==> src/logic/iplr_pkg.sv <==
// shared constants for the interrupt priority level registers
package iplr_pkg;
  // ==========================================================
  // widths and counts
  localparam int REG_W = 16;
  localparam int DATA_W = 32;
  localparam int LVL_W = 2;
  localparam int VEC_W = 7;
  localparam int IDX_W = 6;
  localparam int NUM_PRIO = 4;
  localparam int NUM_SRC = 19;
  localparam int NUM_DBG = 5;
  localparam int FIELD_W = 2;
  localparam int VBA_W = 16;
  // ==========================================================
  // register indexes, byte address is four times the index
  localparam logic [IDX_W-1:0] IDX_DEBUG_EVENT = 6'h00;
  localparam logic [IDX_W-1:0] IDX_DEBUG_CHANNEL = 6'h01;
  localparam logic [IDX_W-1:0] IDX_SYSTEM_EVENT = 6'h02;
  localparam logic [IDX_W-1:0] IDX_PORT_AND_CAN = 6'h03;
  localparam logic [IDX_W-1:0] IDX_VECTOR_BASE = 6'h0A;
  localparam logic [IDX_W-1:0] IDX_ARB_STATUS = 6'h20;
  localparam logic [IDX_W-1:0] PRIO_IDX [NUM_PRIO] = '{
    IDX_DEBUG_EVENT, IDX_DEBUG_CHANNEL, IDX_SYSTEM_EVENT, IDX_PORT_AND_CAN};
  // ==========================================================
  // implemented bits and reset values
  localparam logic [REG_W-1:0] PRIO_MASK [NUM_PRIO] = '{
    16'h3C00, 16'h003F, 16'hFFCF, 16'hFFFC};
  localparam logic [REG_W-1:0] RESET_PRIORITY = 16'h0000;
  localparam logic [VBA_W-1:0] RESET_VECTOR_BASE = 16'h0000;
  localparam logic [FIELD_W-1:0] FIELD_OFF = 2'h0;
  localparam logic [LVL_W-1:0] PERIPH_LEVEL_TOP = 2'h2;
  // ==========================================================
  // field placement per source: register number and low bit
  // order: breakpoint, step, rx, tx, trace, flash x3, pll, low voltage,
  // ext b, ext a, port d/e/f, can msg/wake/fault/bus off
  localparam int SRC_REG [NUM_SRC] = '{
    0, 0, 1, 1, 1, 2, 2, 2, 2, 2, 2, 2, 3, 3, 3, 3, 3, 3, 3};
  localparam int SRC_LSB [NUM_SRC] = '{
    12, 10, 4, 2, 0, 14, 12, 10, 8, 6, 2, 0, 14, 12, 10, 8, 6, 4, 2};
  // ==========================================================
  // status word layout
  localparam int STAT_VEC_LSB = 0;
  localparam int STAT_LVL_LSB = 8;
  localparam int STAT_REQ_BIT = 12;
  // ==========================================================
  // field decode: {enable, level}; debug codes map 1..3, others 0..2
  function automatic logic [LVL_W:0] iplr_decode(input logic [FIELD_W-1:0] code,
                                                 input logic isDebug);
    logic [LVL_W:0] res;
    res = '0;
    if (code != FIELD_OFF) begin
      res[LVL_W] = 1'b1;
      res[LVL_W-1:0] = isDebug ? code : LVL_W'(code - 2'h1);
    end
    return res;
  endfunction : iplr_decode
endpackage : iplr_pkg

==> src/logic/iplr_priority_regs.sv <==
// priority level registers with wishbone slave and arbitration front end
// ==========================================================
// What this block does
// - A debug source field reads 00 as off and 01, 10, 11 as levels 1, 2 and 3.
// - A peripheral or system field reads 00 as off and 01, 10, 11 as levels 0, 1, 2.
// - Every priority field is 00 after reset so all sources start off.
// - Unused bits of the priority registers read zero and ignore writes.
// - Debug event register: breakpoint at 13-12, step count at 11-10, 9-0 unused.
// - Debug channel register: 15-6 unused, receive 5-4, transmit 3-2, trace 1-0.
// - System register: flash buffers empty 15-14, command done 13-12, error 11-10.
// - System register: pll lock lost at 9-8, low voltage at 7-6, 5-4 unused.
// - System register: external request b at 3-2 and a at 1-0, levels 0 to 2.
// - Port register: ports d, e and f at 15-14, 13-12 and 11-10.
// - System and port registers reset to zero in all sixteen bits.
// - Port register: can buffer 9-8, wake 7-6, fault 5-4, bus off 3-2, 1-0 unused.
// - The vector address is the vector base joined with the winning vector number.
`timescale 1ns/1ns
`default_nettype none
module iplr_priority_regs
  import iplr_pkg::*;
#(
  parameter int ADR_W = 8
) (
  input wire logic ref_clk,
  input wire logic resetn,
  input wire logic wb_cyc_i,
  input wire logic wb_stb_i,
  input wire logic wb_we_i,
  input wire logic [ADR_W-1:0] wb_adr_i,
  input wire logic [3:0] wb_sel_i,
  input wire logic [DATA_W-1:0] wb_dat_i,
  output logic [DATA_W-1:0] wb_dat_o,
  output logic wb_ack_o,
  input wire logic [NUM_SRC-1:0] irqPending,
  output logic irqRequest,
  output logic [LVL_W-1:0] irqLevel,
  output logic [VEC_W-1:0] irqVector,
  output logic [VBA_W+VEC_W-1:0] irqVectorAddr
);
  // ==========================================================
  // declarations
  logic ack_r;
  logic [DATA_W-1:0] rdData_r;
  logic [DATA_W-1:0] rdData_nxt;
  logic [REG_W-1:0] prio_r [NUM_PRIO];
  logic [VBA_W-1:0] vectorBase_r;
  logic reqHit;
  logic wrFire;
  logic rdLatch;
  logic [IDX_W-1:0] regIdx;
  logic [REG_W-1:0] laneMask;
  logic [NUM_SRC-1:0] srcEnable;
  logic [2*NUM_SRC-1:0] srcLevel;
  logic winValid;
  logic [VEC_W-1:0] winIndex;
  logic [LVL_W-1:0] winLevel;
  logic irqRequest_r;
  logic [LVL_W-1:0] irqLevel_r;
  logic [VEC_W-1:0] irqVector_r;
  logic [VBA_W+VEC_W-1:0] irqVectorAddr_r;

  // ==========================================================
  // bus handshake: one wait state, ack for exactly one cycle
  assign reqHit = wb_cyc_i & wb_stb_i;
  assign regIdx = wb_adr_i[ADR_W-1:2];
  // write lands on the edge that samples ack, as the master expects
  assign wrFire = reqHit & wb_we_i & ack_r;
  assign rdLatch = reqHit & ~ack_r;
  assign laneMask = {{8{wb_sel_i[1]}}, {8{wb_sel_i[0]}}};

  always_ff @(posedge ref_clk or negedge resetn) begin
    if (!resetn) begin
      ack_r <= 1'b0;
    end else begin
      ack_r <= reqHit & ~ack_r;
    end
  end

  assign wb_ack_o = ack_r;

  // ==========================================================
  // priority registers
  genvar g;
  generate
    for (g = 0; g < NUM_PRIO; g++) begin : gPrio
      always_ff @(posedge ref_clk or negedge resetn) begin
        if (!resetn) begin
          prio_r[g] <= RESET_PRIORITY;
        end else if (wrFire && regIdx == PRIO_IDX[g]) begin
          // only implemented bits accept data
          prio_r[g] <= (prio_r[g] & ~(laneMask & PRIO_MASK[g]))
                     | (wb_dat_i[REG_W-1:0] & laneMask & PRIO_MASK[g]);
        end
      end
    end
  endgenerate

  // ==========================================================
  // vector base register
  always_ff @(posedge ref_clk or negedge resetn) begin
    if (!resetn) begin
      vectorBase_r <= RESET_VECTOR_BASE;
    end else if (wrFire && regIdx == IDX_VECTOR_BASE) begin
      vectorBase_r <= (vectorBase_r & ~laneMask) | (wb_dat_i[VBA_W-1:0] & laneMask);
    end
  end

  // ==========================================================
  // read path: unmapped indexes answer zero
  always_comb begin
    rdData_nxt = '0;
    if (regIdx == IDX_DEBUG_EVENT) begin
      rdData_nxt[REG_W-1:0] = prio_r[0] & PRIO_MASK[0];
    end else if (regIdx == IDX_DEBUG_CHANNEL) begin
      rdData_nxt[REG_W-1:0] = prio_r[1] & PRIO_MASK[1];
    end else if (regIdx == IDX_SYSTEM_EVENT) begin
      rdData_nxt[REG_W-1:0] = prio_r[2] & PRIO_MASK[2];
    end else if (regIdx == IDX_PORT_AND_CAN) begin
      rdData_nxt[REG_W-1:0] = prio_r[3] & PRIO_MASK[3];
    end else if (regIdx == IDX_VECTOR_BASE) begin
      rdData_nxt[VBA_W-1:0] = vectorBase_r;
    end else if (regIdx == IDX_ARB_STATUS) begin
      rdData_nxt[STAT_VEC_LSB +: VEC_W] = irqVector_r;
      rdData_nxt[STAT_LVL_LSB +: LVL_W] = irqLevel_r;
      rdData_nxt[STAT_REQ_BIT] = irqRequest_r;
    end
  end

  always_ff @(posedge ref_clk or negedge resetn) begin
    if (!resetn) begin
      rdData_r <= '0;
    end else if (rdLatch) begin
      rdData_r <= rdData_nxt;
    end
  end

  assign wb_dat_o = rdData_r;

  // ==========================================================
  // field extraction and decode per source
  genvar s;
  generate
    for (s = 0; s < NUM_SRC; s++) begin : gSrc
      logic [FIELD_W-1:0] fieldCode;
      logic [LVL_W:0] decoded;
      // placement tables carry the bit positions of every field
      assign fieldCode = prio_r[SRC_REG[s]][SRC_LSB[s] +: FIELD_W];
      // debug sources sit first in the table
      assign decoded = iplr_decode(fieldCode, (s < NUM_DBG));
      assign srcEnable[s] = decoded[LVL_W];
      assign srcLevel[2*s +: 2] = decoded[LVL_W-1:0];
    end
  endgenerate

  // ==========================================================
  // arbitration; fields are read straight from the registers
  iplr_arbiter #(
    .N(NUM_SRC)
  ) u_arbiter (
    .srcPending(irqPending),
    .srcEnable(srcEnable),
    .srcLevel(srcLevel),
    .winValid(winValid),
    .winIndex(winIndex),
    .winLevel(winLevel)
  );

  // result registered: one cycle from pending to request
  always_ff @(posedge ref_clk or negedge resetn) begin
    if (!resetn) begin
      irqRequest_r <= 1'b0;
      irqLevel_r <= '0;
      irqVector_r <= '0;
    end else begin
      irqRequest_r <= winValid;
      irqLevel_r <= winLevel;
      irqVector_r <= winIndex;
    end
  end

  always_ff @(posedge ref_clk or negedge resetn) begin
    if (!resetn) begin
      irqVectorAddr_r <= '0;
    end else begin
      irqVectorAddr_r <= {vectorBase_r, winIndex};
    end
  end

  assign irqRequest = irqRequest_r;
  assign irqLevel = irqLevel_r;
  assign irqVector = irqVector_r;
  assign irqVectorAddr = irqVectorAddr_r;
endmodule : iplr_priority_regs
`default_nettype wire

==> src/logic/iplr_arbiter.sv <==
// highest-level pending source picker
`timescale 1ns/1ns
`default_nettype none
module iplr_arbiter
  import iplr_pkg::*;
#(
  parameter int N = NUM_SRC
) (
  input wire logic [N-1:0] srcPending,
  input wire logic [N-1:0] srcEnable,
  input wire logic [2*N-1:0] srcLevel,
  output logic winValid,
  output logic [VEC_W-1:0] winIndex,
  output logic [LVL_W-1:0] winLevel
);
  // ==========================================================
  // scan: strictly higher level replaces, so ties go to the lower index
  always_comb begin
    winValid = 1'b0;
    winIndex = '0;
    winLevel = '0;
    for (int i = 0; i < N; i++) begin
      if (srcPending[i] && srcEnable[i]) begin
        if (!winValid || srcLevel[2*i +: 2] > winLevel) begin
          winValid = 1'b1;
          winIndex = VEC_W'(i);
          winLevel = srcLevel[2*i +: 2];
        end
      end
    end
  end
endmodule : iplr_arbiter
`default_nettype wire

==> config.mk <==
export PLATFORM = sky130hd
export DESIGN_NAME = iplr_priority_regs
export DESIGN_NICKNAME = d
export VERILOG_FILES = /design/src/logic/iplr_pkg.sv /design/src/logic/iplr_priority_regs.sv /design/src/logic/iplr_arbiter.sv
export SDC_FILE = /design/constraint.sdc
export NUM_CORES = 1
export LEC_CHECK = 0
export BUFFER_PORTS_ARGS = -buffer_cell sky130_fd_sc_hd__clkbuf_2
export CORE_ASPECT_RATIO = 2
export CORE_MARGIN = 3
export CORE_UTILIZATION = 25
export CTS_CLUSTER_SIZE = 8
export DETAILED_ROUTE_END_ITERATION = 8
export PLACE_DENSITY_LB_ADDON = 0.08
export SLEW_MARGIN = 30
export SYNTH_ARGS = -nofsm -noshare
export SYNTH_HDL_FRONTEND = slang
export SYNTH_SLANG_ARGS = --single-unit
==> constraint.sdc <==
create_clock -name ref_clk -period 29.6 [get_ports ref_clk]
set_clock_uncertainty 0.15 [all_clocks]
set_input_delay 1.48 -clock ref_clk [delete_from_list [all_inputs] [get_ports ref_clk]]
set_output_delay 1.48 -clock ref_clk [all_outputs]
set_load 0.01 [all_outputs]
==> impl_table.tex <==
\begin{tabular}{lr}
\hline
Metric & Value \\
\hline
\multicolumn{2}{l}{\textbf{CTS}} \\
\quad Total CTS buffers & 9 \\
\quad CTS clock-pin slew for the worst setup and hold paths & 70 ps \\
\quad TritonCTS clock tree & yes \\
\quad Clk Latency, worst-skew pair & 350 ps \\
\quad Maximum root-to-sink buffer count & 2 \\
\quad Hold Buf Count CTS & 0 \\
\quad Clock Sink Count & 95 \\
\quad Post-CTS setup buffers & 0 \\
\quad Resize count post-CTS & 0 \\
\quad Clock H-tree levels & 3 \\
\quad Clock tree root driver cell & clkbuf\_16 \\
\multicolumn{2}{l}{\textbf{Global routing}} \\
\quad Number of antenna violations at the first check in global routing & 0 \\
\quad Total global routing track utilization & 15.99\% \\
\quad Global-route wire length before repair & 30.76 mm \\
\quad GRT overflow & 0 \\
\quad Pin count of the biggest net entering global routing & 58 \\
\quad Grt met3 use & 1.976\% \\
\quad GRT met2 Usage & 30.78\% \\
\quad Fraction of met1 tracks used by global routing & 16.67\% \\
\quad Via count of the first global-routing pass & 5080 \\
\quad Most Used Layer, Global Route & met2 \\
\multicolumn{2}{l}{\textbf{Die}} \\
\quad Die Footprint & 0.02641 mm2 \\
\quad Floorplan die height & 226.8 um \\
\quad Initial Util & 25.48\% \\
\quad Number of placement rows & 80 \\
\quad Total core area & 0.02392 mm2 \\
\quad Count of pins on the block boundary & 134 \\
\quad Die width & 116.4 um \\
\multicolumn{2}{l}{\textbf{Setup path}} \\
\quad Arrival time of the worst setup path & 24280 ps \\
\quad Req. time, crit path & 29720 ps \\
\quad Worst reg2reg path depth & 112 \\
\quad Critical path fanouts, max & 8 \\
\quad Type of origin of the critical path & input port \\
\quad First element of the critical path & irqPending[0] \\
\quad Cell with the largest stage delay on the worst path & nor4\_1 \\
\quad Kind of critical path & in2reg \\
\quad Element type at the critical path end & flip-flop \\
\quad Largest stage delay on the critical path & 460 ps \\
\quad Capturing instance or port of the critical path & irqVectorAddr[2]\$\_DFF\_PN0\_ \\
\quad Setup slack, reg-to-reg & 6240 ps \\
\quad RR Endpoint & irqVectorAddr[2]\$\_DFF\_PN0\_ \\
\quad Top cell by count, worst path & ha\_1 \\
\multicolumn{2}{l}{\textbf{Logic synthesis}} \\
\quad Number of instances in the synthesized netlist & 626 \\
\quad Mapped Avg Cell Area & 9.738 um2 \\
\quad Netlist Area Pre-Place & 0.006096 mm2 \\
\quad Flops \& latches, synth & 95 \\
\quad Number of distinct standard cells referenced by the synthesized netlist & 77 \\
\quad Post-synth top flop & dfrtp\_1 \\
\quad Yosys Warn Count & 0 \\
\quad Post-synth EDFFs & 0 \\
\quad Async SR Flop Fraction & 100.0\% \\
\quad Sequential area share after synthesis & 39.00\% \\
\multicolumn{2}{l}{\textbf{Power}} \\
\quad Peak supply drop & 18.87 uV \\
\quad Leakage power summed over all cells & 3.394 nW \\
\quad Pwr dens & 41.94 mW/mm2 \\
\multicolumn{2}{l}{\textbf{Timing}} \\
\quad Actual transition at the worst max-transition pin & 852.5 ps \\
\quad Period utilisation layout & 81.62\% \\
\quad Min Clock Period, post-route & 24160 ps \\
\quad Final count of negative-setup-slack endpoints & 0 \\
\quad Setup tns final & 0 ps \\
\quad Setup repair after global routing missed its margin & false \\
\quad Peak clock frequency supported by timing & 41.39 MHz \\
\quad Smallest hold slack & 255.3 ps \\
\quad Number of pins with negative max-slew slack in the final report & 0 \\
\quad Normalized max-slew margin & 42.96\% \\
\quad Number of hold violations in the final report & 0 \\
\multicolumn{2}{l}{\textbf{Routing}} \\
\quad Residual DRC count & 0 \\
\quad Detailed-routing iteration count for the pre-antenna-repair pass & 5 \\
\quad Final WL & 20.85 mm \\
\quad Post-DRT Antenna Nets & 0 \\
\quad Average detailed-routed wire length per instance & 20.77 um \\
\quad Iteration-0 DRC count of the detailed router & 262 \\
\quad Number of vias per cell & 5.030 \\
\quad Vias after detailed routing & 5050 \\
\multicolumn{2}{l}{\textbf{Layout}} \\
\quad Diode insertion count for antenna repair & 0 \\
\quad Proportion of layout cells with a drive suffix above 1 & 29.85\% \\
\quad Utilization of the core after routing & 29.69\% \\
\quad Number of nets at the end of the flow & 805 \\
\quad P\&R area growth vs syn & 16.50\% \\
\quad Fill cell count & 2496 \\
\multicolumn{2}{l}{\textbf{Run status}} \\
\quad Result of the run & finished clean \\
\multicolumn{2}{l}{\textbf{Placement}} \\
\quad Final weighted congestion of routability-driven global placement & 0.8329 \\
\quad Count of buffers from port buffering & 93 \\
\quad Post-detailed-placement half-perimeter wirelength & 17.00 mm \\
\multicolumn{2}{l}{\textbf{Min path}} \\
\quad Hold/Removal Path Class & reg2reg \\
\multicolumn{2}{l}{\textbf{Flow run}} \\
\quad MaxCap Viol Count & 0 \\
\hline
\end{tabular}
layout make-up:
cell class	instances	area [um2]	share of cell area [%]
inverters	21	78.83	1.110
well taps	287	359.1	5.056
clock inverters	6	91.34	1.286
repair buffers	97	498.0	7.012
clock buffers	10	239.0	3.365
multi-input cells	488	3458	48.70
flip-flops and latches	95	2377	33.47
cell usage in the layout, fill, tap and decap left out, drive strengths merged, types with 5 or more instances in the layout:
cell type,synthesis,layout
o21ai,60,60
mux2i,18,18
o21bai,6,6
a22oi,9,9
nand2b,12,12
clkbuf,16,102
inv,21,22
mux2,56,56
dfrtp,95,95
a21o,7,7
a211oi,8,8
a21oi,24,24
buf,25,5
a22o,10,10
and3,8,8
conb,1,20
a31oi,15,15
and2,7,7
nand2,66,66
or2,8,8
nor2b,11,11
nor2,39,39
ha,25,25
nand3,18,18
Yosys cell counts, types with 2 or more instances:
library cell	number	area (um2)
or3_1	3	18.77
nand2_1	66	247.7
a21o_1	3	22.52
buf_4	25	187.7
or2b_2	2	17.52
o21ai_2	3	26.28
o21ai_1	3	15.01
a32oi_1	2	17.52
mux2_2	55	619.3
o22ai_1	2	12.51
ha_1	25	312.8
a21boi_0	3	22.52
o21bai_1	6	45.04
nand2b_1	11	68.82
o21a_1	2	15.01
and3_1	5	31.28
a21o_2	3	26.28
and3_2	3	22.52
o211ai_1	4	30.03
o31ai_1	2	15.01
and2_1	3	18.77
nand3_1	18	90.09
nor3_1	4	20.02
mux2i_1	18	180.2
o21ai_0	53	265.3
inv_1	21	78.83
dfrtp_1	95	2377
a221oi_1	3	26.28
a22o_1	10	87.58
nor2_1	39	146.4
clkbuf_1	15	56.30
or2_2	8	50.05
a22oi_1	9	67.56
a32o_1	4	40.04
a211oi_1	7	52.55
a21oi_1	23	115.1
and2_2	4	30.03
maj3_1	2	20.02
nor2b_1	11	68.82
o32ai_1	2	17.52
a31oi_1	13	81.33
worst min path at each step:
stage	startpoint	endpoint	slack (ps)	depth (start not counted)
after floorplan	flip-flop	irqVectorAddr[8]$_DFF_PN0_	220	0
after global placement	flip-flop	irqVectorAddr[8]$_DFF_PN0_	230	0
after detailed placement	flip-flop	irqVectorAddr[8]$_DFF_PN0_	240	0
after CTS	flip-flop	irqVectorAddr[11]$_DFF_PN0_	260	0
after global routing	flip-flop	irqVectorAddr[20]$_DFF_PN0_	280	0
final	flip-flop	irqVectorAddr[8]$_DFF_PN0_	260	0
logic make-up (layout without fill, tap and decap cells):
| kind of cell | count (synthesis) | after routing | share of synthesized area (%) |
|---|---|---|---|
| compound gates | 181 | 181 | 21.65 |
| flops | 95 | 95 | 39.00 |
| mux | 74 | 74 | 13.36 |
| fa+ha+maj | 27 | 27 | 5.460 |
| other cells | 1 | 20 | 0.06152 |
| buf+inv | 62 | 134 | 5.521 |
| simple gates | 186 | 186 | 14.94 |
critical path: cells and delay by family:
family,cells,cell delay [ps]
muxes,5,1380
and+or+nand+nor,31,5470
AOI/OAI and AO/OA,53,10520
adders and majority gates,19,5010
buffers and inverters,5,360
per-layer routing:
layer,vias up,part of all wire (%)
li1,2434,-
met1,2450,37
met4,0,3.8
met2,134,56
met5,-,0
met3,32,3.2
stage by stage:
step	power, mW	setup slack (ps)	instances	area, um2
after floorplan	0.1580	8138	645	6167
after global placement	0.1713	5375	988	6766
after detailed placement	0.1719	5100	988	6771
after CTS	0.3028	5395	1004	7102
after global routing	0.3117	3567	1004	7102
final	0.2978	5442	1004	7102
report_power, final:
group | switching [mW] | leakage [nW] | internal [mW]
sequential | 0.00214 | 1.30 | 0.131
combinational | 0.0222 | 1.93 | 0.0130
clock | 0.0523 | 0.163 | 0.0768
total | 0.0766 | 3.39 | 0.221
(Power assumes the default switching activity.)
